**config.mk**
```make
export PLATFORM = sky130hd
export DESIGN_NAME = input_fault_response_ctrl
export DESIGN_NICKNAME = d
export VERILOG_FILES = /design/src/rtl/fault_resp_pkg.sv /design/src/rtl/fault_chan.sv /design/src/rtl/input_fault_response_ctrl.sv
export SDC_FILE = /design/constraint.sdc
export NUM_CORES = 1
export LEC_CHECK = 0
export BUFFER_PORTS_ARGS = -buffer_cell sky130_fd_sc_hd__buf_2
export CAP_MARGIN = 20
export CORE_MARGIN = 10
export CORE_UTILIZATION = 60
export DETAILED_ROUTE_END_ITERATION = 16
export PLACE_DENSITY = 0.8
export REMOVE_ABC_BUFFERS = 1
export SYNTH_ARGS = -nofsm -noshare
export SYNTH_HDL_FRONTEND = slang
export SYNTH_SLANG_ARGS = --single-unit
```
**constraint.sdc**
```tcl
create_clock -name ref_clk -period 11.4 [get_ports ref_clk]
set_input_delay 2.85 -clock ref_clk [delete_from_list [all_inputs] [get_ports ref_clk]]
set_output_delay 2.85 -clock ref_clk [all_outputs]
set_load 0.1 [all_outputs]
```
**src/rtl/fault_resp_pkg.sv**
```systemverilog
// Command codes, field layout, reset values and timing for the fault response block
package fault_resp_pkg;
    localparam logic [7:0] CMD_UT_WARN = 8'h52;
    localparam logic [7:0] CMD_UT_ACT = 8'h54;
    localparam logic [7:0] CMD_OV_FAULT = 8'h55;
    localparam logic [7:0] CMD_OV_ACT = 8'h56;
    localparam logic [7:0] CMD_OV_WARN = 8'h57;
    localparam int ACT_MODE_HI = 7;
    localparam int ACT_MODE_LO = 6;
    localparam int ACT_CNT_HI = 5;
    localparam int ACT_CNT_LO = 3;
    localparam int ACT_TIME_HI = 2;
    localparam int ACT_TIME_LO = 0;
    localparam logic [1:0] MODE_RETRY = 2'h2;
    localparam logic [1:0] MODE_RESUME = 2'h3;
    localparam logic [2:0] CNT_NONE = 3'h0;
    localparam logic [2:0] CNT_FOREVER = 3'h7;
    localparam logic [15:0] RST_OV_FAULT = 16'hffff;
    localparam logic [15:0] RST_OV_WARN = 16'hffff;
    localparam logic [15:0] RST_UT_WARN = 16'h0000;
    localparam logic [7:0] RST_ACT = 8'h80;
    localparam int RETRY_STEP_MS = 35;
    localparam int CLK_HZ = 250_000_000;
    localparam int MS_CYCLES = CLK_HZ / 1000;
    localparam int MS_CNT_W = 9;
    localparam int TRY_W = 3;
    typedef enum logic [3:0] {
        ST_RUN = 4'h1,
        ST_WAIT = 4'h2,
        ST_HOLD = 4'h4,
        ST_LATCH = 4'h8
    } chan_state_t;
endpackage : fault_resp_pkg

```
**src/rtl/fault_chan.sv**
```systemverilog
// Per-fault shutdown, retry and resume sequencer
`timescale 1ns/100ps
module fault_chan (
    input wire logic ref_clk,
    input wire logic rstn,
    input wire logic ms_tick,
    input wire logic fault,
    input wire logic resume_ok,
    input wire logic run_cmd,
    input wire logic clear,
    input wire logic [7:0] action,
    output logic off_next
);
    typedef struct packed {
        fault_resp_pkg::chan_state_t st;
        logic [fault_resp_pkg::MS_CNT_W-1:0] ms;
        logic [fault_resp_pkg::TRY_W-1:0] tries;
    } chan_q_t;

    chan_q_t q;
    chan_q_t d;
    logic [1:0] mode;
    logic [2:0] cnt;
    logic [2:0] tim;
    logic [fault_resp_pkg::MS_CNT_W-1:0] limit;

    assign mode = action[fault_resp_pkg::ACT_MODE_HI:fault_resp_pkg::ACT_MODE_LO];
    assign cnt = action[fault_resp_pkg::ACT_CNT_HI:fault_resp_pkg::ACT_CNT_LO];
    assign tim = action[fault_resp_pkg::ACT_TIME_HI:fault_resp_pkg::ACT_TIME_LO];
    // One extra tick, as the first tick may close only part of a ms
    assign limit = fault_resp_pkg::MS_CNT_W'((int'(tim) + 1)
        * fault_resp_pkg::RETRY_STEP_MS);

    always_comb
    begin
        d = q;
        case (q.st)
            fault_resp_pkg::ST_RUN:
            begin
                if (fault && mode == fault_resp_pkg::MODE_RESUME)
                begin
                    d.st = fault_resp_pkg::ST_HOLD;
                end
                else if (fault && mode == fault_resp_pkg::MODE_RETRY)
                begin
                    d.ms = '0;
                    if (cnt == fault_resp_pkg::CNT_FOREVER || q.tries < cnt)
                        d.st = fault_resp_pkg::ST_WAIT;
                    else
                        d.st = fault_resp_pkg::ST_LATCH;
                end
            end
            fault_resp_pkg::ST_WAIT:
            begin
                if (!run_cmd)
                    d.st = fault_resp_pkg::ST_RUN;
                else if (ms_tick && q.ms == limit)
                begin
                    d.st = fault_resp_pkg::ST_RUN;
                    if (cnt != fault_resp_pkg::CNT_FOREVER)
                        d.tries = q.tries + 1'b1;
                end
                else if (ms_tick)
                    d.ms = q.ms + 1'b1;
            end
            fault_resp_pkg::ST_HOLD:
            begin
                if (resume_ok && !fault)
                    d.st = fault_resp_pkg::ST_RUN;
            end
            fault_resp_pkg::ST_LATCH:
            begin
                if (clear && !fault)
                    d.st = fault_resp_pkg::ST_RUN;
            end
            default:
                d.st = fault_resp_pkg::ST_RUN;
        endcase
        if (clear || !run_cmd)
            d.tries = '0;
        off_next = d.st != fault_resp_pkg::ST_RUN;
    end

    always_ff @(posedge ref_clk)
    begin
        if (!rstn)
            q <= '{st: fault_resp_pkg::ST_RUN, ms: '0, tries: '0};
        else
            q <= d;
    end

    AST_RETRY_SHUTDOWN: assert property (@(posedge ref_clk) disable iff (!rstn)
        q.st == fault_resp_pkg::ST_RUN && fault && mode == fault_resp_pkg::MODE_RETRY
        |=> q.st inside {fault_resp_pkg::ST_WAIT, fault_resp_pkg::ST_LATCH})
        else $error("retry fault did not shut down");
    AST_RESUME_HOLD: assert property (@(posedge ref_clk) disable iff (!rstn)
        (q.st == fault_resp_pkg::ST_RUN && fault && mode == fault_resp_pkg::MODE_RESUME)
        || (q.st == fault_resp_pkg::ST_HOLD && !(resume_ok && !fault))
        |=> q.st == fault_resp_pkg::ST_HOLD)
        else $error("resume fault left hold early");
    AST_NO_RETRY: assert property (@(posedge ref_clk) disable iff (!rstn)
        q.st == fault_resp_pkg::ST_RUN && fault && mode == fault_resp_pkg::MODE_RETRY
        && cnt == fault_resp_pkg::CNT_NONE |=> q.st == fault_resp_pkg::ST_LATCH)
        else $error("zero retry count still retried");
    AST_CONT_RETRY: assert property (@(posedge ref_clk) disable iff (!rstn)
        q.st == fault_resp_pkg::ST_RUN && fault && mode == fault_resp_pkg::MODE_RETRY
        && cnt == fault_resp_pkg::CNT_FOREVER |=> q.st == fault_resp_pkg::ST_WAIT)
        else $error("continuous retry latched off");
    AST_EXACT_TRIES: assert property (@(posedge ref_clk) disable iff (!rstn)
        q.st == fault_resp_pkg::ST_RUN && fault && mode == fault_resp_pkg::MODE_RETRY
        && cnt != fault_resp_pkg::CNT_FOREVER && q.tries >= cnt
        |=> q.st == fault_resp_pkg::ST_LATCH)
        else $error("retry count exceeded");
    AST_RETRY_TIME: assert property (@(posedge ref_clk) disable iff (!rstn)
        q.st == fault_resp_pkg::ST_WAIT && run_cmd && ms_tick && q.ms != limit
        |=> q.st == fault_resp_pkg::ST_WAIT && q.ms == $past(q.ms) + 1'b1)
        else $error("retry wait ended early");
    COV_RETRY_RESTART: cover property (@(posedge ref_clk) disable iff (!rstn)
        q.st == fault_resp_pkg::ST_WAIT ##1 q.st == fault_resp_pkg::ST_RUN);
endmodule : fault_chan

```
**src/rtl/input_fault_response_ctrl.sv**
```systemverilog
// Input over-voltage and under-temperature fault response controller
`timescale 1ns/100ps
module input_fault_response_ctrl #(
    parameter int MS_CYCLES = fault_resp_pkg::MS_CYCLES
) (
    input wire logic ref_clk,
    input wire logic rstn,
    input wire logic cmd_valid,
    input wire logic cmd_write,
    input wire logic cmd_word,
    input wire logic [7:0] cmd_code,
    input wire logic [15:0] cmd_wdata,
    output logic rsp_valid,
    output logic rsp_err,
    output logic [15:0] rsp_rdata,
    input wire logic [15:0] vin_meas,
    input wire logic [15:0] temp_meas,
    input wire logic ov_fault_det,
    input wire logic ut_fault_det,
    input wire logic fault_clear,
    input wire logic output_cmd_on,
    output logic output_en,
    output logic alert_line_n,
    output logic ov_fault_flag,
    output logic ut_fault_flag
);
    localparam int DIV_W = $clog2(MS_CYCLES);
    localparam logic [DIV_W-1:0] DIV_LAST = DIV_W'(MS_CYCLES - 1);

    typedef struct packed {
        logic [15:0] ov_thr;
        logic [15:0] ov_warn;
        logic [15:0] ut_warn;
        logic [7:0] ov_act;
        logic [7:0] ut_act;
        logic [DIV_W-1:0] div;
        logic tick;
        logic rsp_valid;
        logic rsp_err;
        logic [15:0] rdata;
        logic out_en;
        logic alert_n;
        logic ov_flag;
        logic ut_flag;
    } top_q_t;

    top_q_t q;
    top_q_t d;
    logic hit;
    logic word_cmd;
    logic ok;
    logic [15:0] rd;
    logic ov_resume;
    logic ut_resume;
    logic ov_off;
    logic ut_off;

    assign ov_resume = vin_meas < q.ov_warn;
    assign ut_resume = temp_meas > q.ut_warn;

    fault_chan u_ov_chan (
        .ref_clk(ref_clk),
        .rstn(rstn),
        .ms_tick(q.tick),
        .fault(ov_fault_det),
        .resume_ok(ov_resume),
        .run_cmd(output_cmd_on),
        .clear(fault_clear),
        .action(q.ov_act),
        .off_next(ov_off)
    );

    fault_chan u_ut_chan (
        .ref_clk(ref_clk),
        .rstn(rstn),
        .ms_tick(q.tick),
        .fault(ut_fault_det),
        .resume_ok(ut_resume),
        .run_cmd(output_cmd_on),
        .clear(fault_clear),
        .action(q.ut_act),
        .off_next(ut_off)
    );

    always_comb
    begin
        d = q;
        hit = 1'b1;
        word_cmd = 1'b1;
        rd = '0;
        // Millisecond enable for the retry timers
        if (q.div == DIV_LAST)
        begin
            d.div = '0;
            d.tick = 1'b1;
        end
        else
        begin
            d.div = q.div + 1'b1;
            d.tick = 1'b0;
        end
        case (cmd_code)
            fault_resp_pkg::CMD_OV_FAULT: rd = q.ov_thr;
            fault_resp_pkg::CMD_OV_WARN: rd = q.ov_warn;
            fault_resp_pkg::CMD_UT_WARN: rd = q.ut_warn;
            fault_resp_pkg::CMD_OV_ACT:
            begin
                word_cmd = 1'b0;
                rd = {8'h00, q.ov_act};
            end
            fault_resp_pkg::CMD_UT_ACT:
            begin
                word_cmd = 1'b0;
                rd = {8'h00, q.ut_act};
            end
            default: hit = 1'b0;
        endcase
        // Wrong transfer size is refused like an unknown code
        ok = hit && (word_cmd == cmd_word);
        d.rsp_valid = cmd_valid;
        d.rsp_err = cmd_valid && !ok;
        d.rdata = (cmd_valid && ok && !cmd_write) ? rd : '0;
        if (cmd_valid && ok && cmd_write)
        begin
            case (cmd_code)
                fault_resp_pkg::CMD_OV_FAULT: d.ov_thr = cmd_wdata;
                fault_resp_pkg::CMD_OV_WARN: d.ov_warn = cmd_wdata;
                fault_resp_pkg::CMD_UT_WARN: d.ut_warn = cmd_wdata;
                fault_resp_pkg::CMD_OV_ACT: d.ov_act = cmd_wdata[7:0];
                fault_resp_pkg::CMD_UT_ACT: d.ut_act = cmd_wdata[7:0];
                default: d.ov_thr = q.ov_thr;
            endcase
        end
        // Sticky flags, a fault in the clear cycle wins
        d.ov_flag = ov_fault_det || (q.ov_flag && !fault_clear);
        d.ut_flag = ut_fault_det || (q.ut_flag && !fault_clear);
        d.alert_n = !(d.ov_flag || d.ut_flag);
        d.out_en = output_cmd_on && !ov_off && !ut_off;
    end

    always_ff @(posedge ref_clk)
    begin
        if (!rstn)
        begin
            q <= '{ov_thr: fault_resp_pkg::RST_OV_FAULT, ov_warn: fault_resp_pkg::RST_OV_WARN,
                   ut_warn: fault_resp_pkg::RST_UT_WARN, ov_act: fault_resp_pkg::RST_ACT,
                   ut_act: fault_resp_pkg::RST_ACT, div: '0, tick: 1'b0, rsp_valid: 1'b0,
                   rsp_err: 1'b0, rdata: '0, out_en: 1'b0, alert_n: 1'b1,
                   ov_flag: 1'b0, ut_flag: 1'b0};
        end
        else
            q <= d;
    end

    assign rsp_valid = q.rsp_valid;
    assign rsp_err = q.rsp_err;
    assign rsp_rdata = q.rdata;
    assign output_en = q.out_en;
    assign alert_line_n = q.alert_n;
    assign ov_fault_flag = q.ov_flag;
    assign ut_fault_flag = q.ut_flag;

    AST_ALERT_ON_FAULT: assert property (@(posedge ref_clk) disable iff (!rstn)
        ov_fault_det || ut_fault_det
        |=> !alert_line_n && (ov_fault_flag || !$past(ov_fault_det))
            && (ut_fault_flag || !$past(ut_fault_det)))
        else $error("fault did not pull alert low");
    AST_FLAG_STICKY: assert property (@(posedge ref_clk) disable iff (!rstn)
        ov_fault_flag && !fault_clear |=> ov_fault_flag && !alert_line_n)
        else $error("fault flag dropped without clear");
    // Output on means both channels run, so a disabling fault turns it off
    AST_OV_OFF_AT_ONCE: assert property (@(posedge ref_clk) disable iff (!rstn)
        output_en && ov_fault_det && q.ov_act[fault_resp_pkg::ACT_MODE_HI] |=> !output_en)
        else $error("output stayed on after fault");
    AST_UT_OFF_AT_ONCE: assert property (@(posedge ref_clk) disable iff (!rstn)
        output_en && ut_fault_det && q.ut_act[fault_resp_pkg::ACT_MODE_HI] |=> !output_en)
        else $error("output stayed on after fault");
    AST_WORD_WRITE: assert property (@(posedge ref_clk) disable iff (!rstn)
        cmd_valid && cmd_write && cmd_word && cmd_code == fault_resp_pkg::CMD_OV_FAULT
        |=> rsp_valid && !rsp_err && q.ov_thr == $past(cmd_wdata))
        else $error("threshold word write lost");
    AST_BYTE_ONLY: assert property (@(posedge ref_clk) disable iff (!rstn)
        cmd_valid && cmd_word && cmd_code == fault_resp_pkg::CMD_OV_ACT
        |=> rsp_valid && rsp_err && q.ov_act == $past(q.ov_act))
        else $error("word access to action byte accepted");
    // Command port answers
    AST_ANSWER_NEXT: assert property (@(posedge ref_clk) disable iff (!rstn)
        cmd_valid |=> rsp_valid)
        else $error("command got no answer");
    AST_WORD_REFUSED: assert property (@(posedge ref_clk) disable iff (!rstn)
        cmd_valid && !cmd_word && cmd_code == fault_resp_pkg::CMD_OV_FAULT
        |=> rsp_err && rsp_rdata == 16'h0000 && q.ov_thr == $past(q.ov_thr))
        else $error("byte access to threshold accepted");
    AST_BYTE_READ: assert property (@(posedge ref_clk) disable iff (!rstn)
        cmd_valid && !cmd_write && !cmd_word && cmd_code == fault_resp_pkg::CMD_OV_ACT
        |=> rsp_valid && !rsp_err && rsp_rdata == {8'h00, $past(q.ov_act)})
        else $error("action byte read wrong");
    AST_UT_FLAG_STICKY: assert property (@(posedge ref_clk) disable iff (!rstn)
        ut_fault_flag && !fault_clear |=> ut_fault_flag && !alert_line_n)
        else $error("fault flag dropped without clear");
    COV_ALERT: cover property (@(posedge ref_clk) disable iff (!rstn)
        alert_line_n ##1 !alert_line_n);
    COV_OV_RESUME: cover property (@(posedge ref_clk) disable iff (!rstn)
        !output_en && output_cmd_on && ov_resume ##1 output_en);
    COV_UT_RESUME: cover property (@(posedge ref_clk) disable iff (!rstn)
        !output_en && output_cmd_on && ut_resume ##1 output_en);
    COV_REFUSED: cover property (@(posedge ref_clk) disable iff (!rstn)
        rsp_valid && rsp_err);
endmodule : input_fault_response_ctrl

```
-- Yosys cells after proc, flatten, opt, wreduce, memory -nomap -nowiden
Index checks and enable logic that the tools add are counted.
- add/subtract/negate cells: 7
- multiply operators: 2
- $lt $le $gt $ge: 4
- eq/ne operators: 37
- muxes and demuxes: 34
- bitwise operators: 1
- reduce and logical (&&, ||, !) cells: 50
- operators with widths (cell ; number):
    case mux 16 bit (5 select lines) ; 1
    multiplier 32 x 7 -> 9 bit (second input constant) ; 2
    2-to-1 mux 9 bit ; 6
    2-to-1 mux 4 bit ; 12
    == test 8 x 7 -> 1 bit (second input constant) ; 5
    case mux 9 bit (2 select lines) ; 2
    case mux 4 bit (4 select lines) ; 2
    2-to-1 mux 13 bit ; 2
    2-to-1 mux 12 bit ; 2
    logical AND 1 bit ; 19
    adder 18 x 1 -> 18 bit (second input constant) ; 1
    adder 9 x 1 -> 9 bit (second input constant) ; 2
    == test 18 bit (second input constant) ; 1
    == test 9 bit ; 2
    greater-than comparator 16 bit ; 1
    less-than comparator 16 bit ; 1
    != test 2 bit (second input constant) ; 8
    2-to-1 mux 3 bit ; 4
    AND reduction 2 bit ; 6
    AND reduction 6 bit ; 2
    zero test 1 bit ; 9
    adder 3 x 1 -> 4 bit (second input constant) ; 2
    == test 2 bit (second input constant) ; 4
    == test 4 x 1 -> 1 bit (second input constant) ; 2
    other kinds (17) ; 37
- bits in registers: 137
- bits of input ports: 65
- output and inout port bits: 22
- word-level logic and storage cells: 155

-- Depth between registers and ports, before layout
Gate-level depths: netlist of run 1.
- depth after elaboration: 11
- mapped depth: 15
- mapped depth without buffers: 13

-- Modules after synthesis
A second synthesis of run 1 with hierarchy kept.
- cell total of the unflattened synthesis: 918
- area, all modules: 7820.0 um^2
- by module, submodules not included (module ; times used ; cells an instance ; area each (um^2) ; seq. area each (um^2)):
    input_fault_response_ctrl ; 1 ; 591 ; 5092.4 ; 2102.0
    fault_chan at u_ut_chan ; 1 ; 163 ; 1402.6 ; 320.3
    fault_chan at u_ov_chan ; 1 ; 164 ; 1325.0 ; 320.3

-- Least setup slack after synthesis of run 1
No wires, ideal clock.
- kind: input port to flip-flop
- from: in cmd_code[3]
- to: reg q[56] in the netlist's numbering
- setup time: 129 ps
- arrival: 4469 ps
- required time: 11271 ps
- path slack: 6801 ps
- stages on the path: 9
- path buffers: 2
- cell sequence: nor2_1 and4b_1 and2_1 clkbuf_1 nand2_1 nor3b_1 buf_1 mux2i_1 nand2_1
- word-level cells in the longest chain between the ends: 8
- elaborated cells between the ends (all ways): 14
- classes of those cells: eq/ne: 6; mux: 2; reduce/logical: 6
- RTL lines (element ; RTL line ; text):
    start, declared ; input_fault_response_ctrl.sv:11 ; input wire logic [7:0] cmd_code,
    == test 8 x 7 -> 1 bit (on tied branches) ; input_fault_response_ctrl.sv:102, input_fault_response_ctrl.sv:125 ;
    OR reduction 2 bit (no source line) ; - ;
    2-to-1 mux 1 bit ; input_fault_response_ctrl.sv:102 ; case (cmd_code)
    == test 1 bit ; input_fault_response_ctrl.sv:119 ; ok = hit && (word_cmd == cmd_word);
    logical AND 1 bit ; input_fault_response_ctrl.sv:119 ;
    logical AND 1 bit (2 in series) ; input_fault_response_ctrl.sv:123 ; if (cmd_valid && ok && cmd_write)
    AND reduction 2 bit (no source line) * ; - ;
    end signal, assigned ; input_fault_response_ctrl.sv:145 ; q <= '{ov_thr: fault_resp_pkg::RST_OV_FAULT, ov_warn: fault_resp_pkg::RST_OV_WARN,
    end, declared ; input_fault_response_ctrl.sv:47 ; top_q_t q;
Mark *: on every way between the ends. The rest lies on a longest branch, timed or not.
A chain may end at the register's enable or synchronous reset.

-- Final worst setup path of run 1
- from: in ut_fault_det
- to: reg u_ut_chan.q[10] in the netlist's numbering
- word-level cells in the longest chain between the ends: 3
- elaborated cells between the ends (all ways): 5
- classes of those cells: eq/ne: 2; reduce/logical: 3
- RTL lines (element ; RTL line ; text):
    start, declared ; input_fault_response_ctrl.sv:19 ; input wire logic ut_fault_det,
    logical AND 1 bit (on tied branches) ; fault_chan.sv:40, fault_chan.sv:44 ;
    != test 2 bit (no source line) or != test 2 x 1 -> 1 bit (tied branches) ; - ;
    AND reduction 6 bit (no source line) * ; - ;
    end signal, assigned ; fault_chan.sv:87 ; q <= '{st: fault_resp_pkg::ST_RUN, ms: '0, tries: '0};
    end, declared ; fault_chan.sv:20 ; chan_q_t q;
Marked as above.

==> parameters.txt, run 1 <==
Parameter                              Value

STA
  Period Utilization, post-route    42.1%
  Total negative slack for setup checks    0 ns
  Number of hold violations in the final report    0
  Worst slew slack as a fraction of its limit    approximately a third
  Final Skew    0.00890 ns
  Fmax    0.208 GHz
  Min Clock Period, post-route    4.80 ns
  Final Setup Violations    0
  RSZ-0062 raised after global routing    no
  Final number of max-transition violations    0
  Final Hold Slack    between 0.4 and 0.5 ns
  Worst-margin pin slew    about 1.0 ns
  Final worst setup slack    6.60 ns

Synth
  Number of register bits inferred by synthesis    137
  Fraction of registers with async set/reset    0%
  Post-synth EDFFs    0
  Cell Area, Synth    7340 µm²
  Average cell area after synthesis    8.32 µm²
  Most used flip-flop cell after synthesis    dfxtp_1
  Distinct cell type count after synthesis    60
  Synth Warn #    0
  Post-synthesis sequential area ratio    37.3%
  Number of instances in the synthesized netlist    883

CTS
  Post-CTS setup buffer count    0
  Post-CTS clock slew at the launch and capture registers of the worst setup and hold paths    0.06 ns
  Clock tree from TritonCTS    built
  Cell at the root of the clock tree    clkbuf_16
  Number of sinks on the clock net    137
  Number of H-tree levels    4
  Post_cts resized    0
  Worst-Skew Late Latency    between 0.4 and 0.5 ns
  Number of CTS-inserted buffers    17
  Quantity of hold-fixing buffers added after cts    0
  Maximum number of buffers from clock root to sink    2

Power and ir drop
  Switching power    about 260 µW
  Switching power as a share of total power    22.7%
  Internal power consumption    ~890 µW
  Combinational group share of total power    6.5%
  Portion of total power attributed to the clock network    between 50% and 60%
  Part of the power in registers    between 40% and 50%
  Leak Pwr    3.51 nW
  Power per cell area    137 nW/µm²
  Worst VDD drop    between 0.2 and 0.25 mV

Route
  Via total after detailed routing    6,567
  Post-detailed-route count of antenna-violating nets    0
  Avg Vias per Cell    5.98
  Amount of wire on met3 after detailed routing    1.33 mm
  Residual DRC count    0
  Highest metal used    met4
  First DRT Iteration DRCs    645
  DRT met1 WL    approximately 8.2 mm
  Routed wire length    18.6 mm
  Number of iterations in the first detailed-routing pass    6
  DR WL met2    8.59 mm
  Average wire per standard cell    16.9 µm

Worst setup path
  Crit path buffers/inverters    1
  Crit Path Max Fanout    16
  Cell at the slowest stage of the critical path    nor4_1
  R2r startpoint    q[42]$_SDFFE_PN0P_
  Worst stage delay on the critical path    0.78 ns
  Worst Setup SP    ut_fault_det
  Crit. End Element    flop
  Worst setup path category    in2reg
  Type of element launching the critical path    input port
  Cell type group with the largest total delay on the critical path    simple AND/OR/NAND/NOR gates
  Cells along the critical path    buf_2, nand2_1, or3_1, nor4_1, a41oi_4, or4_1, a21oi_1
  Arr. time, crit path    roughly 5.1 ns
  CP Data Required Time    11.74 ns

Layout
  Area of all placed cells without fillers    8420 µm²
  Diode insertion count for antenna repair    0
  Combined area of the multi-input logic cells    4130 µm²
  Fill cell count    974
  Fraction of final layout cells with drive strength greater than 1    14.9%
  Layout-stage area growth over the synthesis result    14.6%
  Register cell area after layout    ~2700 µm²
  Layout net count    1,062

Placement
  Quantity of I/O buffers inserted on ports    86
  Detailed Place HPWL    13.1 mm
  DP Area    7740 µm²
  Pre-CTS setup slack    6.01 ns
  Final weighted congestion in routability-driven placement    roughly 0.85

GRT
  Via count of the first global-routing pass    6,207
  Maximum number of pins on one net before global-route repair    45
  Final global-route overflow total    0
  Initial antenna violation count    0
  Overall global routing resource usage    between 20% and 30%
  Global-route wire length before repair    30.0 mm

Floorplanning
  Number of ports placed on the die boundary    87
  Die footprint    ~17,000 µm²
  Core area    12,000 µm²
  Width of the die    131 µm
  Vertical die dimension    131 µm
  Initial cell density of the core    61.1%
  Row count    40

Min path
  HP Class    reg2reg
  Start point of the worst min-delay path    q[23]$_SDFF_PP0_

Flow run
  Total of max-cap violations    0

Outcome
  Outcome    completed
==> kinds of logic (layout without fill, tap and decap cells) <==
kind of cell             count (synthesis)  in the layout  share of synthesized area, %
AO/OA/AOI/OAI                          156            156                          13.9
XOR/XNOR                                46             46                          5.49
adder cells (fa/ha/maj)                 57             57                          9.71
buffers and inverters                  111            180                          6.61
flip-flops                             137            137                          37.3
multiplexers                            29             29                          3.95
AND/OR/NAND/NOR                        347            347                          23.0
==> state kept, by name, summed over array words and instances (netlist names) <==
| register | cells |
|---|---|
| rsp_valid | 1 |
| output_en | 1 |
| u_ut_chan.q | 16 |
| rsp_rdata | 16 |
| ov_fault_flag | 1 |
| rsp_err | 1 |
| u_ov_chan.q | 16 |
| ut_fault_flag | 1 |
| q | 83 |
| alert_line_n | 1 |
==> routing by layer <==
metal  global-route usage (%)  vias to the layer above
met5                        0                        -
met1                     29.0                     3053
met3                     5.28                       34
li1                         -                     3205
met4                     8.24                        0
met2                     33.3                      275
==> power by group through the flow <==
| stage | clock (mW) | combinational [mW] | sequential (mW) |
|---|---|---|---|
| after global routing | 0.615 | 0.0827 | 0.488 |
| after detailed placement | 0 | 0.0735 | 0.498 |
| after floorplan | 0 | 0.0314 | 0.507 |
| final | 0.591 | 0.0748 | 0.488 |
| after global placement | 0 | 0.0721 | 0.498 |
| after CTS | 0.593 | 0.0740 | 0.488 |
==> final timing paths <==
path                                        to  slack, ns  cells after the start
hold / removal                q[23]$_SDFF_PP0_       0.47                      1
setup / recovery  u_ut_chan.q[10]$_SDFFE_PN0P_       6.60                      7
hold reg to reg               q[23]$_SDFF_PP0_       0.47                      1
setup reg to reg   u_ut_chan.q[4]$_SDFFE_PN0P_       7.36                     12
==> worst register-to-register path: stages (launching register included) <==
cell	delay [ns]
dfxtp_1	0.45
ha_1	0.21
xor2_1	0.42
ha_1	0.32
ha_1	0.34
ha_1	0.24
xnor2_1	0.21
xnor2_1	0.09
or4_4	0.53
or3_4	0.42
a41oi_4	0.45
or3b_2	0.21
a21oi_1	0.06
==> metrics by stage <==
step                util [%]  total power [mW]  std cells
global placement        64.4             0.570       1065
global route            70.1              1.19       1099
CTS                     69.7              1.15       1096
floorplan                  -             0.538        825
detailed placement      64.4             0.572       1065
finish                  70.1              1.15       1099
==> layout make-up <==
class	count	area share, %
Timing Repair Buffer	96	6.21
Clock buffer	20	5.55
Sequential cell	137	32.6
Tap cell	147	2.19
Multi-Input combinational cell	635	49.1
Clock inverter	11	2.01
Inverter	53	2.36
==> cell usage in the layout (no fill, tap or decap), types with 5 or more instances in the layout <==
master / count
nor2_1: 78
inv_1: 50
a222oi_1: 16
nand2b_1: 10
and3_1: 9
nand2_1: 107
clkbuf_16: 17
ha_1: 57
or4_1: 6
a21oi_1: 56
nor3_1: 11
xor2_1: 21
buf_2: 86
nand3_1: 58
nand4_1: 15
a21o_1: 9
xnor2_1: 25
nor4_1: 8
o31ai_1: 5
or3_1: 10
buf_4: 8
and2_1: 9
o211ai_1: 20
dfxtp_1: 137
mux2i_1: 29
o21ai_0: 27
nor2b_1: 5
==> synthesized netlist by cell type, drive strengths merged, types with 8 or more instances <==
cell type | n | area [µm²]
a21o | 9 | 67.6
a21oi | 56 | 280
a222oi | 16 | 160
and2 | 9 | 56.3
and3 | 9 | 56.3
buf | 21 | 148
clkbuf | 37 | 139
dfxtp | 137 | 2740
ha | 57 | 713
inv | 52 | 195
mux2i | 29 | 290
nand2 | 107 | 402
nand2b | 10 | 62.6
nand3 | 58 | 290
nand4 | 15 | 93.8
nor2 | 78 | 293
nor3 | 12 | 65.1
nor4 | 8 | 50.1
o211ai | 20 | 150
o21ai | 31 | 155
or3 | 11 | 73.8
xnor2 | 25 | 219
xor2 | 21 | 184
No activity file was read; power rests on OpenSTA's default activity.
==> run 2, diff against run 1 <==
- ABC_AREA: not set -> 1
- CORE_UTILIZATION: 60 -> 59
- PLACE_DENSITY: 0.8 -> 0.78
- clock period: 11.4 -> 4.85 ns (I/O delays scaled with it)
==> parameters.txt, run 2 <==
Parameter                              Value

Synth
  Synth top area share    34.5%
  Number of instances in the synthesized netlist    between 1,000 and 1,500
  Number of register bits inferred by synthesis    137
  Fraction of registers with async set/reset    0%
  Distinct cell type count after synthesis    42
  Most used flip-flop cell after synthesis    dfxtp_1
  Synth Warn #    0
  Cell Area, Synth    between 7000 and 8000 µm²
  Average cell area after synthesis    6.80 µm²
  Synth area leaders    dfxtp_1 (35%), nand2_1 (14%), nand3_1 (10%), ha_1 (9.0%), inv_1 (6.6%)
  Leading post-synthesis cells by instance count    nand2_1 (293), nand3_1 (158), inv_1 (140)
  Top-count cell post-synth    nand2_1
  Cell taking the most area after synthesis    dfxtp_1
  Post-synth EDFFs    0
  Post-synthesis sequential area ratio    34.5%

GRT
  Maximum number of pins on one net before global-route repair    58
  Final global-route overflow total    0
  Global-route wire length before repair    35.0 mm
  Overall global routing resource usage    a little under a quarter
  Via count of the first global-routing pass    7,231
  Initial antenna violation count    0

Worst setup path
  Worst stage delay on the critical path    between 0.4 and 0.5 ns
  Internal reg-to-reg setup slack    1.17 ns
  Reg2reg path depth    17
  CP Data Required Time    roughly 5.1 ns
  Cell at the slowest stage of the critical path    dfxtp_1
  Crit Path Max Fanout    11
  Worst setup path category    reg2reg
  Cells along the critical path    inv_1, ha_1, inv_1, ha_1, ha_1, ha_1, inv_1, nand2_1, nand4_1, nor2_1, nand2_1, nor2_1, nand4_1, nand2_1, nand2_1, nand2_1, nor2_1
  Reg-to-reg endpoint    u_ov_chan.q[4]$_SDFFE_PN0P_
  R2r startpoint    q[49]$_SDFFE_PN0P_
  Crit. End Element    flop
  Type of element launching the critical path    flop
  Most repeated library cell on the critical path    nand2_1
  Arr. time, crit path    3.97 ns

Route
  Avg Vias per Cell    ~5.5
  First DRT Iteration DRCs    821
  Via total after detailed routing    approximately 7,800
  Post-detailed-route count of antenna-violating nets    0
  Number of iterations in the first detailed-routing pass    5
  Routed wire length    between 20 and 25 mm
  Average wire per standard cell    15.0 µm
  Residual DRC count    0

Layout
  Area of all placed cells without fillers    8930 µm²
  Layout-stage area growth over the synthesis result    12.4%
  Layout net count    between 1,000 and 1,500
  Flip-flop count of the largest register after layout    slightly above 80
  Commonest non-fill, non-tap cells in the layout    nand2_1 (293), nand3_1 (158), inv_1 (139), dfxtp_1 (137), nor2_1 (97)
  Most common cell after layout, fill and taps aside    nand2_1
  Non-filler cells, final    approximately 1,400
  Fraction of final layout cells with drive strength greater than 1    11.6%
  Largest Register    q
  Finished Core Util    67.7%
  Diode insertion count for antenna repair    0

CTS
  Post_cts resized    0
  Worst-Skew Late Latency    0.43 ns
  Quantity of hold-fixing buffers added after cts    0
  Maximum number of buffers from clock root to sink    2
  Number of H-tree levels    4
  Number of sinks on the clock net    137
  Number of CTS-inserted buffers    17
  Post-CTS setup buffer count    0
  Cell at the root of the clock tree    clkbuf_16
  Clock tree from TritonCTS    built
  Post-CTS clock slew at the launch and capture registers of the worst setup and hold paths    ~0.06 ns

Floorplanning
  Die footprint    18,500 µm²
  Width of the die    roughly 140 µm
  Row count    42
  Initial cell density of the core    60.2%
  Vertical die dimension    ~140 µm
  Number of ports placed on the die boundary    between 80 and 90
  Core area    13,200 µm²

STA
  Number of hold violations in the final report    0
  Period Utilization, post-route    75.9%
  RSZ-0062 raised after global routing    no
  Final number of max-transition violations    0
  Final Setup Violations    0
  Worst slew slack as a fraction of its limit    39.3%
  Fmax    0.272 GHz
  Total negative slack for setup checks    0 ns
  Min Clock Period, post-route    3.68 ns
  Final Skew    between 0.007 and 0.008 ns
  Final worst setup slack    1.17 ns
  Worst-margin pin slew    0.910 ns

Placement
  Placed Cells    1,386
  Pre-CTS setup slack    1.12 ns
  Detailed Place HPWL    about 15 mm
  Quantity of I/O buffers inserted on ports    between 80 and 90
  Final weighted congestion in routability-driven placement    0.862
  DP Area    approximately 8400 µm²

Power and ir drop
  Power per cell area    294 nW/µm²
  Worst VDD drop    0.251 mV
  Leak Pwr    4.15 nW

Outcome
  Outcome    completed

Min path
  Hold Path Stages    1
  Start point of the worst min-delay path    q[23]$_SDFF_PP0_
  End point of the most critical hold path    q[23]$_SDFF_PP0_
  HP Class    reg2reg

Flow run
  Total of max-cap violations    0
## run 2: layout make-up
cell class                      count  area, µm²
Multi-Input combinational cell    834       4360
Fill cell                        1202       4260
Sequential cell                   137       2740
Inverter                          145        544
Timing Repair Buffer               94        490
Clock buffer                       20        457
Tap cell                          176        220
Clock inverter                     12        115
## run 2: kinds of logic after synthesis
logic type      after synthesis  share of synthesized area, %
simple gates                621                          34.0
buf+inv                     197                          10.6
flops                       137                          34.5
compound gates              136                          9.59
fa+ha+maj                    57                          8.98
xor+xnor                     20                          2.30
## run 2: worst max-delay path by stage
stage                                  start  cells past startpoint  slack (ns)                     endpoint
after global routing      q[49]$_SDFFE_PN0P_                     16        0.82  u_ov_chan.q[6]$_SDFFE_PN0P_
final                     q[49]$_SDFFE_PN0P_                     17        1.17  u_ov_chan.q[4]$_SDFFE_PN0P_
after global placement           cmd_code[0]                     11        1.18           q[70]$_SDFFE_PN0P_
after detailed placement         cmd_code[0]                     11        1.12           q[71]$_SDFFE_PN0P_
after CTS                 q[49]$_SDFFE_PN0P_                     17        1.20  u_ov_chan.q[4]$_SDFFE_PN0P_
after floorplan                  cmd_code[5]                     10        1.37           q[57]$_SDFFE_PN0P_
## run 2: power by group
part	total (mW)	internal [mW]	switching (mW)	leakage, nW
Clock	1.27	0.736	0.529	0.262
Sequential	1.15	1.14	0.00914	1.11
Combinational	0.213	0.0655	0.148	2.78
## run 2: through the flow
stage	power (mW)	hold WS, ns
6_report	2.63	0.444
4_1_cts	2.63	0.450
3_3_place_gp	1.38	0.429
5_1_grt	2.71	0.472
3_5_place_dp	1.38	0.441
2_1_floorplan	1.30	0.413
## run 2: worst max-delay path: cells and delay by family (launching register included)
family	cells	cell delay (ns)
adder cells (fa/ha/maj)	4	1.25
AND/OR/NAND/NOR	10	1.48
flip-flops	1	0.47
buffers and inverters	3	0.35
## run 2: metal layers
metal	share of wire, %	vias to the layer above	GRT usage [%]
met5	0	-	0
met4	1.6	0	6.45
met3	8.0	31	6.49
met2	46	269	37.2
met1	44	3551	29.9
li1	-	3942	-
==> run 3, diff against run 2 <==
- ABC_AREA: 1 -> 0
- CORE_UTILIZATION: 59 -> 53
- PLACE_DENSITY: 0.78 -> 0.74
- clock period: 4.85 -> 3.3 ns (I/O delays scaled with it)
==> parameters.txt, run 3 (synthesis results as in run 1) <==
Parameter                              Value

STA
  Final number of max-transition violations    0
  Worst slew slack as a fraction of its limit    55.3%
  Min Clock Period, post-route    3.32 ns
  Worst-margin pin slew    roughly 0.67 ns
  RSZ-0062 raised after global routing    yes
  Final Skew    0.0104 ns
  Final worst setup slack    -0.0247 ns
  Number of hold violations in the final report    0
  Fmax    0.301 GHz
  Final Setup Violations    5
  Period Utilization, post-route    101%

GRT
  Final global-route overflow total    0
  Maximum number of pins on one net before global-route repair    35
  Via count of the first global-routing pass    between 6,000 and 7,000
  Overall global routing resource usage    20.8%
  Initial antenna violation count    0
  Global-route wire length before repair    31.7 mm

Route
  Residual DRC count    0
  First DRT Iteration DRCs    596
  Via total after detailed routing    6,682
  Average wire per standard cell    17.0 µm
  Avg Vias per Cell    ~5.7
  Number of iterations in the first detailed-routing pass    5
  Post-detailed-route count of antenna-violating nets    0
  Routed wire length    19.9 mm

Placement
  Final weighted congestion in routability-driven placement    0.865
  Detailed Place HPWL    roughly 14 mm
  Quantity of I/O buffers inserted on ports    86
  Pre-CTS setup slack    -0.274 ns

Floorplanning
  Initial cell density of the core    54.8%
  Width of the die    ~140 µm
  Die footprint    19,000 µm²
  Core area    13,400 µm²
  Vertical die dimension    138 µm
  Number of ports placed on the die boundary    87
  Row count    42

Layout
  Fill cell count    roughly 1,100
  Register cell area after layout    approximately 2800 µm²
  Layout-stage area growth over the synthesis result    22.4%
  Commonest non-fill, non-tap cells in the layout    dfxtp_1 (133), nand2_1 (107), buf_2 (87), nor2_1 (78), nand3_1 (58)
  Finished Core Util    67.1%
  Largest Register    q
  Layout net count    1,103
  Fraction of final layout cells with drive strength greater than 1    21.9%
  Flip-flop count of the largest register after layout    83
  Most common cell after layout, fill and taps aside    dfxtp_1
  Combined area of the multi-input logic cells    4370 µm²
  Diode insertion count for antenna repair    0

Outcome
  Violated checks    negative setup slack
  Outcome    finished with violations

CTS
  Clock tree from TritonCTS    built
  Maximum number of buffers from clock root to sink    2
  Post-CTS clock slew at the launch and capture registers of the worst setup and hold paths    0.06 ns
  Cell at the root of the clock tree    clkbuf_16
  Number of sinks on the clock net    137
  Number of H-tree levels    4
  Worst-Skew Late Latency    0.42 ns
  Number of CTS-inserted buffers    17

Worst setup path
  CP Data Required Time    3.60 ns
  Type of element launching the critical path    flop
  Crit. End Element    flop
  Crit Path Max Fanout    8
  Worst setup path category    reg2reg
  Arr. time, crit path    3.63 ns

Power and ir drop
  Leak Pwr    3.69 nW
  Power per cell area    436 nW/µm²
  Worst VDD drop    between 0.4 and 0.5 mV

Min path
  HP Class    reg2reg

Flow run
  Total of max-cap violations    0
## run 3: cell count changes in the layout (fill, tap and decap cells not counted), moves of 16 or more
cell,before,now
nand3_1,158,58
mux2i_1,0,29
inv_1,139,50
nor2_1,97,78
o211ai_1,1,20
xnor2_1,3,21
buf_4,8,46
nand2_1,293,107
a222oi_1,0,16
nor3_1,29,11
a21oi_1,81,52
## run 3: layer usage
metal / up-vias / share of wire [%] / track usage, %
li1: 3288 / - / -
met1: 3106 / 45 / 27.5
met2: 262 / 47 / 32.9
met3: 26 / 7.1 / 4.92
met4: 0 / 1.4 / 6.37
met5: - / 0 / 0
## run 3: layout make-up
| class | count | share of cell area [%] |
|---|---|---|
| multi-input combinational | 635 | 48.6 |
| sequential | 137 | 30.6 |
| timing repair buffer | 137 | 9.38 |
| clock buffer | 18 | 4.88 |
| tap | 176 | 2.45 |
| inverter | 53 | 2.21 |
| clock inverter | 14 | 1.91 |
## run 3: repair_timing
action,CTS,global route
cloned,1,1
hold buffers,0,0
gates resized for setup,22,24
setup buffers,2,4
pin swaps,11,15
endpoints found under the setup margin,13,23
## run 3: worst max-delay path: stages, from the launching register on
cell and delay (ns):
dfxtp_2 0.34, buf_4 0.16, and3_4 0.17, ha_1 0.32
ha_4 0.18, ha_4 0.30, a31oi_4 0.10, xnor2_2 0.14
or4_4 0.55, or3_4 0.36, a41oi_4 0.24, buf_6 0.16
xor2_1 0.14, nor2_1 0.05
## run 3: power by group
part	switching, mW	internal (mW)	leakage (nW)	total (mW)
clock	0.749	1.21	0.281	1.96
sequential	0.0172	1.67	1.11	1.68
combinational	0.176	0.105	2.30	0.280
## run 3: per-stage QoR
stage	instance area, µm²	hold slack, ns	cells	power, mW	setup TNS, ns
4_1_cts	8890	0.476	1167	3.95	-0.0209
5_1_grt	8990	0.496	1170	4.04	-0.873
6_report	8990	0.467	1170	3.92	-0.0486
2_1_floorplan	7060	0.426	825	1.86	-43.03
3_3_place_gp	8100	0.440	1132	1.99	-1.27
3_5_place_dp	8100	0.455	1132	1.99	-2.57
## run 3: path summary, 6_finish.rpt
kind	startpoint	endpoint	slack, ns	cells after the start
min	q[23]$_SDFF_PP0_	q[23]$_SDFF_PP0_	0.47	1
min reg2reg	q[23]$_SDFF_PP0_	q[23]$_SDFF_PP0_	0.47	1
max reg2reg	q[42]$_SDFFE_PN0P_	u_ut_chan.q[3]$_SDFFE_PN0P_	-0.02	13
max	q[42]$_SDFFE_PN0P_	u_ut_chan.q[3]$_SDFFE_PN0P_	-0.02	13
